$ cat src/watchdog_regs.svh
// register map, field positions, reset values and timing counts for the watchdog block
`ifndef WATCHDOG_REGS_SVH
`define WATCHDOG_REGS_SVH

// ----------------------------------------------------------------
// addresses
// ----------------------------------------------------------------
`define ADDR_OPTION_LATCH_TWO 16'h001E
`define ADDR_OPTION_LATCH_ONE 16'h001F
`define ADDR_WATCHDOG_SERVICE 16'hFFFF

// ----------------------------------------------------------------
// option latch two fields
// ----------------------------------------------------------------
`define BIT_OSC_IN_STOP_ENABLE 1
`define BIT_SERIAL_CLOCK_SOURCE 0

// ----------------------------------------------------------------
// option latch one fields
// ----------------------------------------------------------------
`define BIT_WATCHDOG_RATE_SELECT 7
`define BIT_DETECTOR_STOP_ENABLE 6
`define BIT_DETECTOR_RESET_DISABLE 5
`define BIT_DETECTOR_POWER_DISABLE 4
`define BIT_DETECTOR_VOLTAGE_MODE 3
`define BIT_SHORT_RECOVERY 2
`define BIT_STOP_ENABLE 1
`define BIT_WATCHDOG_DISABLE 0

// ----------------------------------------------------------------
// reset values and tied bits
// ----------------------------------------------------------------
`define OPTION_RESET_VALUE 8'h00
`define BYTE_ZERO 8'h00
`define DETECTOR_TIED_VALUE 1'b0
`define VOLTAGE_MODE_IMPLEMENTED 1'b0

// ----------------------------------------------------------------
// watchdog counts, in crystal clock cycles
// ----------------------------------------------------------------
`define PRESCALER_WIDTH 12
`define COUNTER_WIDTH 6
`define CHAIN_WIDTH 18
`define SHORT_CHAIN_WIDTH 13
`define TIMEOUT_LONG_CYCLES 18'h3FFF0
`define TIMEOUT_SHORT_CYCLES 13'h1FF0
`define SERVICE_KEEP_MASK 12'h00F
`define RESET_PIN_CYCLES 6'h20
`define POR_CLEAR_CYCLES 13'h1000

// ----------------------------------------------------------------
// stop recovery, in crystal clock cycles
// ----------------------------------------------------------------
`define RECOVERY_WIDTH 13
`define RECOVERY_SHORT_CYCLES 13'h0020
`define RECOVERY_LONG_CYCLES 13'h1000

// ----------------------------------------------------------------
// pin synchroniser
// ----------------------------------------------------------------
`define PIN_COUNT 2
`define PIN_RESET_IDX 0
`define PIN_IRQ_IDX 1

`endif

$ cat src/watchdog_pkg.sv
// types shared by the watchdog block
package watchdog_pkg;

	typedef enum logic [1:0] {
		MODE_RUN = 2'b00,
		MODE_STOP = 2'b01,
		MODE_RECOVER = 2'b10
	} power_mode_e;

	typedef logic [7:0] byte_t;

endpackage

$ cat src/pin_sync.sv
// three-stage synchroniser for test-voltage detect pins
`timescale 1ns/100ps
`include "watchdog_regs.svh"

module pin_sync
	import watchdog_pkg::*;
(
	input wire logic clk_sys,
	input wire logic rst_n,
	input wire logic ce,
	input wire logic [`PIN_COUNT-1:0] pin_async,
	output logic [`PIN_COUNT-1:0] pin_level
);

	genvar i;
	generate
		for (i = 0; i < `PIN_COUNT; i = i + 1) begin : g_pin
			logic s1_reg;
			logic s2_reg;
			logic s3_reg;
			// the level moves only when the two settled stages agree
			always_ff @(posedge clk_sys) begin
				if (!rst_n) begin
					s1_reg <= 1'b0;
					s2_reg <= 1'b0;
					s3_reg <= 1'b0;
					pin_level[i] <= 1'b0;
				end else if (ce) begin
					s1_reg <= pin_async[i];
					s2_reg <= s1_reg;
					s3_reg <= s2_reg;
					if (s2_reg == s3_reg) begin
						pin_level[i] <= s3_reg;
					end
				end
			end
		end
	endgenerate

endmodule

$ cat src/stop_recovery.sv
// stop-exit recovery delay counter
`timescale 1ns/100ps
`include "watchdog_regs.svh"

module stop_recovery
	import watchdog_pkg::*;
(
	input wire logic clk_sys,
	input wire logic rst_n,
	input wire logic ce,
	input wire logic start,
	input wire logic use_long,
	output logic done
);

	logic [`RECOVERY_WIDTH-1:0] count_reg;
	logic [`RECOVERY_WIDTH-1:0] target_reg;
	logic busy_reg;

	always_ff @(posedge clk_sys) begin
		if (!rst_n) begin
			count_reg <= '0;
			target_reg <= `RECOVERY_LONG_CYCLES;
			busy_reg <= 1'b0;
			done <= 1'b0;
		end else if (ce) begin
			done <= 1'b0;
			if (start) begin
				count_reg <= `RECOVERY_WIDTH'(1);
				target_reg <= use_long ? `RECOVERY_LONG_CYCLES : `RECOVERY_SHORT_CYCLES;
				busy_reg <= 1'b1;
			end else if (busy_reg) begin
				if (count_reg == target_reg) begin
					busy_reg <= 1'b0;
					done <= 1'b1;
				end else begin
					count_reg <= count_reg + `RECOVERY_WIDTH'(1);
				end
			end
		end
	end

endmodule

$ cat src/watchdog_option_core.sv
// watchdog counter with write-once option latches and stop-mode control
`timescale 1ns/100ps
`include "watchdog_regs.svh"

module watchdog_option_core
	import watchdog_pkg::*;
(
	input wire logic clk_sys,
	input wire logic rst_n,
	input wire logic ce,
	input wire logic internal_reset,
	input wire logic [15:0] bus_addr,
	input wire logic [7:0] bus_wdata,
	input wire logic bus_wr,
	input wire logic bus_rd,
	output logic [7:0] bus_rdata,
	input wire logic [7:0] reset_vector_low,
	input wire logic stop_instr,
	input wire logic stop_wake,
	input wire logic detector_reset_wake,
	input wire logic monitor_mode,
	input wire logic break_state,
	input wire logic test_high_voltage_reset_pin,
	input wire logic test_high_voltage_irq_pin,
	output logic watchdog_reset,
	output logic reset_pin_out,
	output logic reset_pin_oe,
	output logic watchdog_cause_set,
	output logic illegal_opcode,
	output logic stop_mode,
	output logic cpu_hold,
	output logic oscillator_run,
	output logic detector_run,
	output logic serial_port_clock_source,
	output logic detector_reset_disable,
	output logic detector_power_disable,
	output logic detector_voltage_mode,
	output logic stop_enable
);

	// ----------------------------------------------------------------
	// option latches
	// ----------------------------------------------------------------
	byte_t latch_two_reg;
	byte_t latch_one_reg;
	logic two_written_reg;
	logic one_written_reg;
	logic vmode_reg;
	logic vmode_written_reg;

	logic wr_two;
	logic wr_one;
	logic wr_service;
	logic rd_hit_two;
	logic rd_hit_one;
	logic rd_hit_service;

	assign wr_two = bus_wr && (bus_addr == `ADDR_OPTION_LATCH_TWO);
	assign wr_one = bus_wr && (bus_addr == `ADDR_OPTION_LATCH_ONE);
	assign wr_service = bus_wr && (bus_addr == `ADDR_WATCHDOG_SERVICE);
	assign rd_hit_two = bus_rd && (bus_addr == `ADDR_OPTION_LATCH_TWO);
	assign rd_hit_one = bus_rd && (bus_addr == `ADDR_OPTION_LATCH_ONE);
	assign rd_hit_service = bus_rd && (bus_addr == `ADDR_WATCHDOG_SERVICE);

	// later writes fall through with no flag and no fault
	always_ff @(posedge clk_sys) begin
		if (!rst_n || internal_reset) begin
			latch_two_reg <= `OPTION_RESET_VALUE;
			two_written_reg <= 1'b0;
		end else if (ce) begin
			if (wr_two && !two_written_reg) begin
				latch_two_reg <= bus_wdata;
				two_written_reg <= 1'b1;
			end
		end
	end

	always_ff @(posedge clk_sys) begin
		if (!rst_n || internal_reset) begin
			latch_one_reg <= `OPTION_RESET_VALUE;
			one_written_reg <= 1'b0;
		end else if (ce) begin
			if (wr_one && !one_written_reg) begin
				latch_one_reg <= bus_wdata;
				one_written_reg <= 1'b1;
			end
		end
	end

	// voltage mode survives internal resets; only power-on clears it
	always_ff @(posedge clk_sys) begin
		if (!rst_n) begin
			vmode_reg <= 1'b0;
			vmode_written_reg <= 1'b0;
		end else if (ce) begin
			if (wr_one && !vmode_written_reg) begin
				vmode_reg <= bus_wdata[`BIT_DETECTOR_VOLTAGE_MODE];
				vmode_written_reg <= 1'b1;
			end
		end
	end

	// ----------------------------------------------------------------
	// option decode
	// ----------------------------------------------------------------
	logic rate_short;
	logic detector_stop_enable;
	logic short_recovery;
	logic watchdog_disable;
	logic osc_in_stop_enable;

	assign osc_in_stop_enable = latch_two_reg[`BIT_OSC_IN_STOP_ENABLE];
	assign serial_port_clock_source = latch_two_reg[`BIT_SERIAL_CLOCK_SOURCE];
	assign rate_short = latch_one_reg[`BIT_WATCHDOG_RATE_SELECT];
	assign detector_stop_enable = latch_one_reg[`BIT_DETECTOR_STOP_ENABLE];
	assign short_recovery = latch_one_reg[`BIT_SHORT_RECOVERY];
	assign stop_enable = latch_one_reg[`BIT_STOP_ENABLE];
	assign watchdog_disable = latch_one_reg[`BIT_WATCHDOG_DISABLE];

	// this part has the detector always reset-enabled, powered and in 3-V mode
	assign detector_reset_disable = `DETECTOR_TIED_VALUE;
	assign detector_power_disable = `DETECTOR_TIED_VALUE;
	assign detector_voltage_mode = vmode_reg & `VOLTAGE_MODE_IMPLEMENTED;

	byte_t latch_one_view;

	always_comb begin
		latch_one_view = latch_one_reg;
		latch_one_view[`BIT_DETECTOR_RESET_DISABLE] = detector_reset_disable;
		latch_one_view[`BIT_DETECTOR_POWER_DISABLE] = detector_power_disable;
		latch_one_view[`BIT_DETECTOR_VOLTAGE_MODE] = detector_voltage_mode;
	end

	// ----------------------------------------------------------------
	// register read port
	// ----------------------------------------------------------------
	// reads never touch state, so software may poll the latches freely
	always_ff @(posedge clk_sys) begin
		if (!rst_n) begin
			bus_rdata <= `BYTE_ZERO;
		end else if (ce) begin
			if (rd_hit_two) begin
				bus_rdata <= latch_two_reg;
			end else if (rd_hit_one) begin
				bus_rdata <= latch_one_view;
			end else if (rd_hit_service) begin
				bus_rdata <= reset_vector_low;
			end else begin
				bus_rdata <= `BYTE_ZERO;
			end
		end
	end

	// ----------------------------------------------------------------
	// stop mode and recovery
	// ----------------------------------------------------------------
	power_mode_e mode_reg;
	logic recovery_start;
	logic recovery_long;
	logic recovery_done;
	logic stop_accept;

	assign stop_accept = stop_instr && stop_enable && (mode_reg == MODE_RUN);
	assign recovery_start = (mode_reg == MODE_STOP) && (stop_wake || detector_reset_wake);
	// a detector reset wake ignores the short setting
	assign recovery_long = !short_recovery || detector_reset_wake;

	always_ff @(posedge clk_sys) begin
		if (!rst_n || internal_reset) begin
			illegal_opcode <= 1'b0;
		end else if (ce) begin
			illegal_opcode <= stop_instr && !stop_enable;
		end
	end

	always_ff @(posedge clk_sys) begin
		if (!rst_n) begin
			mode_reg <= MODE_RUN;
		end else if (ce) begin
			case (mode_reg)
				MODE_RUN: begin
					if (stop_accept) begin
						mode_reg <= MODE_STOP;
					end
				end
				MODE_STOP: begin
					if (recovery_start) begin
						mode_reg <= MODE_RECOVER;
					end
				end
				MODE_RECOVER: begin
					if (recovery_done) begin
						mode_reg <= MODE_RUN;
					end
				end
				default: begin
					mode_reg <= MODE_RUN;
				end
			endcase
		end
	end

	stop_recovery u_recovery (
		.clk_sys(clk_sys),
		.rst_n(rst_n),
		.ce(ce),
		.start(recovery_start),
		.use_long(recovery_long),
		.done(recovery_done)
	);

	assign stop_mode = (mode_reg == MODE_STOP);
	assign cpu_hold = (mode_reg != MODE_RUN);
	assign oscillator_run = !stop_mode || osc_in_stop_enable;
	assign detector_run = !stop_mode || detector_stop_enable;

	// ----------------------------------------------------------------
	// test-voltage pins
	// ----------------------------------------------------------------
	logic [`PIN_COUNT-1:0] tv_level;

	pin_sync u_pins (
		.clk_sys(clk_sys),
		.rst_n(rst_n),
		.ce(ce),
		.pin_async({test_high_voltage_irq_pin, test_high_voltage_reset_pin}),
		.pin_level(tv_level)
	);

	logic tv_reset;
	logic tv_irq;
	logic watchdog_off;

	assign tv_reset = tv_level[`PIN_RESET_IDX];
	assign tv_irq = tv_level[`PIN_IRQ_IDX];
	assign watchdog_off = watchdog_disable
		|| (monitor_mode && (tv_reset || tv_irq))
		|| (break_state && tv_reset);

	// ----------------------------------------------------------------
	// power-on prescaler clear
	// ----------------------------------------------------------------
	logic [`RECOVERY_WIDTH-1:0] por_count_reg;
	logic por_clear;

	always_ff @(posedge clk_sys) begin
		if (!rst_n) begin
			por_count_reg <= '0;
			por_clear <= 1'b0;
		end else if (ce) begin
			por_clear <= 1'b0;
			if (por_count_reg != `POR_CLEAR_CYCLES) begin
				por_count_reg <= por_count_reg + `RECOVERY_WIDTH'(1);
				por_clear <= (por_count_reg == `POR_CLEAR_CYCLES - `RECOVERY_WIDTH'(1));
			end
		end
	end

	// ----------------------------------------------------------------
	// prescaler and counter
	// ----------------------------------------------------------------
	logic [`PRESCALER_WIDTH-1:0] prescaler_reg;
	logic [`COUNTER_WIDTH-1:0] counter_reg;
	logic [`CHAIN_WIDTH-1:0] chain;
	logic counting;
	logic timeout_hit;

	assign chain = {counter_reg, prescaler_reg};
	// counts in run and wait; stops with the crystal clock or while watchdog_off is set
	assign counting = oscillator_run && !watchdog_off;
	assign timeout_hit = rate_short
		? (chain[`SHORT_CHAIN_WIDTH-1:0] == `TIMEOUT_SHORT_CYCLES)
		: (chain == `TIMEOUT_LONG_CYCLES);

	always_ff @(posedge clk_sys) begin
		if (!rst_n || internal_reset) begin
			prescaler_reg <= '0;
		end else if (ce) begin
			if (stop_accept || por_clear) begin
				prescaler_reg <= '0;
			end else if (wr_service) begin
				// low stages are kept, so a period may run short by up to 15
				prescaler_reg <= prescaler_reg & `SERVICE_KEEP_MASK;
			end else if (counting) begin
				prescaler_reg <= prescaler_reg + `PRESCALER_WIDTH'(1);
			end
		end
	end

	always_ff @(posedge clk_sys) begin
		if (!rst_n || internal_reset) begin
			counter_reg <= '0;
		end else if (ce) begin
			if (wr_service) begin
				counter_reg <= '0;
			end else if (counting && (&prescaler_reg) && !stop_accept && !por_clear) begin
				counter_reg <= counter_reg + `COUNTER_WIDTH'(1);
			end
		end
	end

	// ----------------------------------------------------------------
	// watchdog reset and reset pin
	// ----------------------------------------------------------------
	logic [`COUNTER_WIDTH-1:0] pin_count_reg;
	logic fire;

	assign fire = timeout_hit && counting && !wr_service && (pin_count_reg == '0);

	always_ff @(posedge clk_sys) begin
		if (!rst_n) begin
			watchdog_reset <= 1'b0;
			watchdog_cause_set <= 1'b0;
		end else if (ce) begin
			watchdog_reset <= fire;
			watchdog_cause_set <= fire;
		end
	end

	// pin timer is not cleared by the internal reset it causes
	always_ff @(posedge clk_sys) begin
		if (!rst_n) begin
			pin_count_reg <= '0;
		end else if (ce) begin
			if (fire) begin
				pin_count_reg <= `RESET_PIN_CYCLES;
			end else if (pin_count_reg != '0) begin
				pin_count_reg <= pin_count_reg - `COUNTER_WIDTH'(1);
			end
		end
	end

	assign reset_pin_out = 1'b0;
	assign reset_pin_oe = (pin_count_reg != '0);

endmodule

$ cat config.mk
export PLATFORM = sky130hd
export DESIGN_NAME = watchdog_option_core
export DESIGN_NICKNAME = d
export VERILOG_FILES = /design/src/watchdog_pkg.sv /design/src/pin_sync.sv /design/src/stop_recovery.sv /design/src/watchdog_option_core.sv
export VERILOG_INCLUDE_DIRS = /design/src /design/src/src
export SDC_FILE = /design/constraint.sdc
export NUM_CORES = 1
export LEC_CHECK = 0
export BUFFER_PORTS_ARGS = -buffer_cell sky130_fd_sc_hd__buf_2
export CAP_MARGIN = 25
export CORE_UTILIZATION = 51
export CTS_CLUSTER_SIZE = 24
export DETAILED_ROUTE_END_ITERATION = 8
export HOLD_SLACK_MARGIN = 0.02
export PLACE_DENSITY = 0.75
export SYNTH_ARGS = -nofsm -noshare
export SYNTH_HDL_FRONTEND = slang
export SYNTH_SLANG_ARGS = --single-unit
$ cat constraint.sdc
create_clock -name clk_sys -period 2.08 [get_ports clk_sys]
set_clock_uncertainty 0.2 [all_clocks]
set_input_delay 0.104 -clock clk_sys [delete_from_list [all_inputs] [get_ports clk_sys]]
set_output_delay 0.104 -clock clk_sys [all_outputs]
set_load 0.05 [all_outputs]
-- Yosys cells after proc, flatten, opt, wreduce, memory -nomap -nowiden
Cells that the tools add are included.
- add/sub/neg operators: 5
- equality and inequality tests: 17
- muxes and demuxes: 26
- reduce and logical (&&, ||, !) cells: 62
- operators by type and width (cell ; number):
    $mux W13 ; 4
    $mux W12 ; 3
    $eq A16 B5 Y1 const B ; 2
    $add A13 B1 Y13 const B ; 2
    $mux W6 ; 4
    $mux W8 ; 3
    $logic_and A1 B1 Y1 ; 21
    $eq A18 B18 Y1 const B ; 1
    $reduce_and A2 Y1 ; 9
    $eq A16 B16 Y1 const B ; 1
    $eq A13 B12 Y1 const B ; 1
    $eq A13 B13 Y1 ; 1
    $eq A13 B13 Y1 const B ; 1
    $ne A13 B13 Y1 const B ; 1
    $add A12 B1 Y12 const B ; 1
    $reduce_and A12 Y1 ; 1
    $logic_not A1 Y1 ; 10
    $reduce_bool A2 Y1 ; 5
    $logic_or A1 B1 Y1 ; 9
    $mux W1 ; 8
    $add A6 B1 Y6 const B ; 1
    $logic_not A6 Y1 ; 1
    $mux W2 ; 3
    $ne A2 B1 Y1 const B ; 3
    other kinds (11) ; 14
- flip-flop bits (word level): 104
- input port bits: 45
- output and inout port bits: 22
- logic and storage cells: 136

-- Logic depth before layout (Yosys ltp)
- depth in word-level cells: 11
- depth in mapped cells: 9
- mapped depth without buffers: 8

-- By module
Synthesis repeated with hierarchy kept, for this count alone.
- cell total of the unflattened synthesis: 530
- area total of the unflattened synthesis: 4536.9 µm²
- modules (own cells, without submodules) (module ; times used ; cells each ; area each (µm²) ; seq. area each (µm²)):
    watchdog_option_core ; 1 ; 393 ; 3294.4 ; 1301.2
    stop_recovery ; 1 ; 105 ; 899.6 ; 340.3
    pin_sync ; 1 ; 32 ; 342.8 ; 160.2

-- Least setup slack after synthesis
OpenSTA, ideal clock, no wires.
- path type: in2reg
- start: in bus_addr[6]
- end: reg prescaler_reg[4]
- arrival: 1.510 ns
- required time: 1.761 ns
- setup slack: 0.251 ns
- cell stages on the path: 6
- path buffers: 0
- path through: nand4_1 -> or4_4 -> o211ai_4 -> or3b_1 -> xor2_1 -> nor2_1
- cells in the longest elaborated chain, start to end: 4
- elaborated cells on any way between the ends: 6
- ends and longest elaborated chain (element ; line ; source):
    from (decl) ; watchdog_option_core.sv:12 ; input wire logic [15:0] bus_addr,
    $eq A16 B16 Y1 (no source line) (*) ; -- ;
    $logic_and A1 B1 Y1 (*) ; watchdog_option_core.sv:60 ; assign wr_service = bus_wr && (bus_addr == `ADDR_WATCHDOG_SERVICE);
    $reduce_bool A3 Y1 (no source line) or $mux W12 (tied branches) ; -- ;
    $reduce_and A2 Y1 (no source line) or $mux W12 (tied branches) ; -- ;
    to (signal assigned) ; watchdog_option_core.sv:283 ; prescaler_reg <= prescaler_reg & `SERVICE_KEEP_MASK;
    to (signal assigned) ; watchdog_option_core.sv:285 ; prescaler_reg <= prescaler_reg + `PRESCALER_WIDTH'(1);
    to (decl) ; watchdog_option_core.sv:262 ; logic [`PRESCALER_WIDTH-1:0] prescaler_reg;
Every way passes the cells marked *; elsewhere a longest branch is shown, timed or not. The select of a mux whose other input is x is not followed.
A chain may end at the register's enable or synchronous reset.

==> reports/metrics.csv <==
stage;metric;value;unit
status;status;finished, violations left;
status;failing checks;negative setup slack;
yosys;fraction of registers with async set/reset;0;
final_layout;filler instances;674;
clock_tree;TritonCTS Buffers;9;
critical_path;CP top delay family;simple AND/OR/NAND/NOR gates;
die;Die Wd;94.40;um
power_and_ir_drop;Pleak;2.214;nW
power_and_ir_drop;PD cells;685.1;nW/um^2
yosys;most numerous cell in the Yosys netlist;dfxtp_1;
yosys;top-area cell type share of the netlist area;0.4138;
final_layout;Non-Filler Cell Area, Final;5558;um^2
min_path;class of the worst hold path;input port to flop;
global_routing;total grt overflow;0;
global_routing;first-pass GRT wire length;17660;um
global_routing;GRT Overall Usage;0.2527;
sta;final hold vios;0;
drt;DRC;0;
critical_path;Setup crit start kind;flop;
die;Initial Utilization;0.5273;
clock_tree;CTS tree;yes;
clock_tree;clock root buffer master;clkbuf_8;
sta;Setup violations, final;6;
final_layout;layout overhead on the synthesized area;27.64;%
sta;Slew @ Worst Pin;0.5033;ns
final_layout;ratio of cells with drive above 1 in the final layout;0.2429;
placed_design;HPWL after DPL;7400;um
global_routing;largest net degree at the start of global routing;50;
placed_design;Placer Congestion;0.8227;
drt;Vias;4106;
die;Die Y-Extent;94.40;um
sta;RSZ-0062 raised after global routing;true;
job;number of max-cap violations;0;
die;Site Rows;33;
yosys;register area share after synthesis;0.4138;
yosys;YS warnings;0;
critical_path;WP buf/inv;2;
critical_path;critical path's slowest cell;or4b_4;
sta;FMAX;462.8;MHz
critical_path;CP Capture Type;flop;
final_layout;Util after Layout;0.6730;
yosys;Mapped Cells;515;
global_routing;vias in the first global route;3913;
drt;Initial DRT Pass Iterations;4;
die;die area;8911;um^2
sta;Worst Slack Setup Final;-0.08078;ns
clock_tree;Worst-Skew Late Latency;0.36;ns
drt;vias per inst;5.586;
die;io pins;67;
drt;initial detailed-routing violation count;225;
placed_design;placed cell area;4987;um^2
clock_tree;CTS sink cnt;90;
critical_path;critical path arrival;2.21;ns
drt;DRT antenna net count;0;
drt;WL/cell;14.75;um
critical_path;CP max FO;5;
yosys;most area-consuming cells after synthesis;dfxtp_1, nor2_1, mux2i_1;
critical_path;crit-path cells;inv_2 > ha_4 > or4b_4 > nor3_4 > a21oi_2 > buf_6 > o211ai_1 > xor2_1 > nor2_1;
sta;Max-slew headroom;0.6645;
final_layout;# diodes;0;
global_routing;initial antenna violation count;0;
sta;min Tclk post-route;2.161;ns
final_layout;nets@finish;678;
yosys;cell taking the most area after synthesis;dfxtp_1;
sta;Max Transition Viols Final;0;
critical_path;CP Class;flop to flop;
critical_path;CP Data Required Time;2.12;ns
clock_tree;H-tree levels;3;
yosys;Synth Area per Inst;8.455;um^2
yosys;Seq cells post-synth;90;
die;Core Footprint;8258;um^2
yosys;Synth Flop Type;dfxtp_1;
yosys;Post-synth EDFFs;0;
clock_tree;Longest Clk Path Bufs;2;
critical_path;max incr delay on CP;0.47;ns
yosys;Post-synth top cells;dfxtp_1, nor2_1, nand2_1;
clock_tree;Clk pin slew, worst setup/hold paths;0.09;ns
yosys;Syn Std Cell Area;4354;um^2
drt;routed wire length;10840;um
yosys;Distinct cells, synth;59;
sta;period utilization;1.039;
placed_design;port buffer count;62;
power_and_ir_drop;Max VDD drop;0.0003572;V
-- worst paths after layout --
| path | from | endpoint | slack (ns) | cells after the start |
|---|---|---|---|---|
| max | u_recovery.count_reg[0]$_SDFFE_PN0P_ | u_recovery.count_reg[6]$_SDFFE_PN0P_ | -0.08 | 9 |
| min | rst_n | u_recovery.target_reg[12]$_SDFFE_PN1P_ | 0.07 | 3 |
| max reg2reg | u_recovery.count_reg[0]$_SDFFE_PN0P_ | u_recovery.count_reg[6]$_SDFFE_PN0P_ | -0.08 | 9 |
| min reg2reg | illegal_opcode$_SDFFE_PP0P_ | illegal_opcode$_SDFFE_PP0P_ | 0.27 | 2 |
-- routing by layer --
| layer | global-route usage | vias to the layer above | wire, um |
|---|---|---|---|
| met5 | 0 | - | 0 |
| met4 | 0.09615 | 0 | 214 |
| met3 | 0.04106 | 20 | 622 |
| met2 | 0.4402 | 145 | 5225 |
| met1 | 0.3112 | 1919 | 4778 |
| li1 | - | 2022 | - |
-- worst min-delay path, stage by stage --
cell and delay (ns):
buf_2 0.10, buf_4 0.26, o21ai_0 0.11
-- cell usage in the layout, fill, tap and decap left out, types with 9 or more instances in the layout --
cell	count
nand4_1	18
inv_1	21
nor2b_1	14
nor3_1	13
mux2i_1	21
nand3_1	22
o21ai_0	18
buf_4	35
nor2_1	63
nand2_1	32
clkbuf_8	10
buf_2	63
a21oi_1	26
dlygate4sd3_1	22
dfxtp_1	86
xor2_1	23
xnor2_1	9
and2_1	16
-- what timing repair did --
action,4_1_cts,5_1_grt
buffers inserted,3,0
gates cloned,1,0
pin swaps,2,8
resized for setup,9,22
hold buffers,22,0
endpoints found under the setup margin,10,26
hold endpoints to repair,28,0
-- kinds of logic after synthesis --
kind of cell | after synthesis | synth area share
muxes | 21 | 0.04828
and+or+nand+nor | 222 | 0.2658
other | 1 | 0.0008612
buffers and inverters | 48 | 0.04655
adders and majority gates | 8 | 0.02299
DFF | 90 | 0.4138
xor gates and xnor gates | 32 | 0.06437
AOI/OAI and AO/OA | 93 | 0.1374
-- power by group --
group / internal (W) / switching, W / total, W
sequential: 0.00178 / 0.0000517 / 0.00183
clock: 0.000604 / 0.000666 / 0.00127
combinational: 0.000284 / 0.000426 / 0.000710
-- metrics by stage --
stage	cells	worst slack [ns]	total power (W)	TNS, ns	hold slack, ns
2_1_floorplan	518	-0.08154	0.002337	-0.08154	0.05109
3_3_place_gp	695	0.01355	0.002491	0	0.1407
3_5_place_dp	695	-0.08684	0.002500	-0.3612	0.1492
4_1_cts	737	-0.03848	0.003778	-0.1556	0.06582
5_1_grt	735	-0.1559	0.003977	-1.185	0.1028
6_report	735	-0.08078	0.003808	-0.1751	0.07388
-- cell type report --
cell class / count / area [um^2] / area share
inverter: 23 / 86.33 / 0.01553
timing repair buffer: 121 / 809.5 / 0.1457
clock inverter: 6 / 73.82 / 0.01328
tap: 105 / 131.4 / 0.02364
clock buffer: 10 / 137.6 / 0.02476
multi-input combinational: 380 / 2512 / 0.4520
sequential: 90 / 1807 / 0.3251
Power figures use the tool's default switching activity.
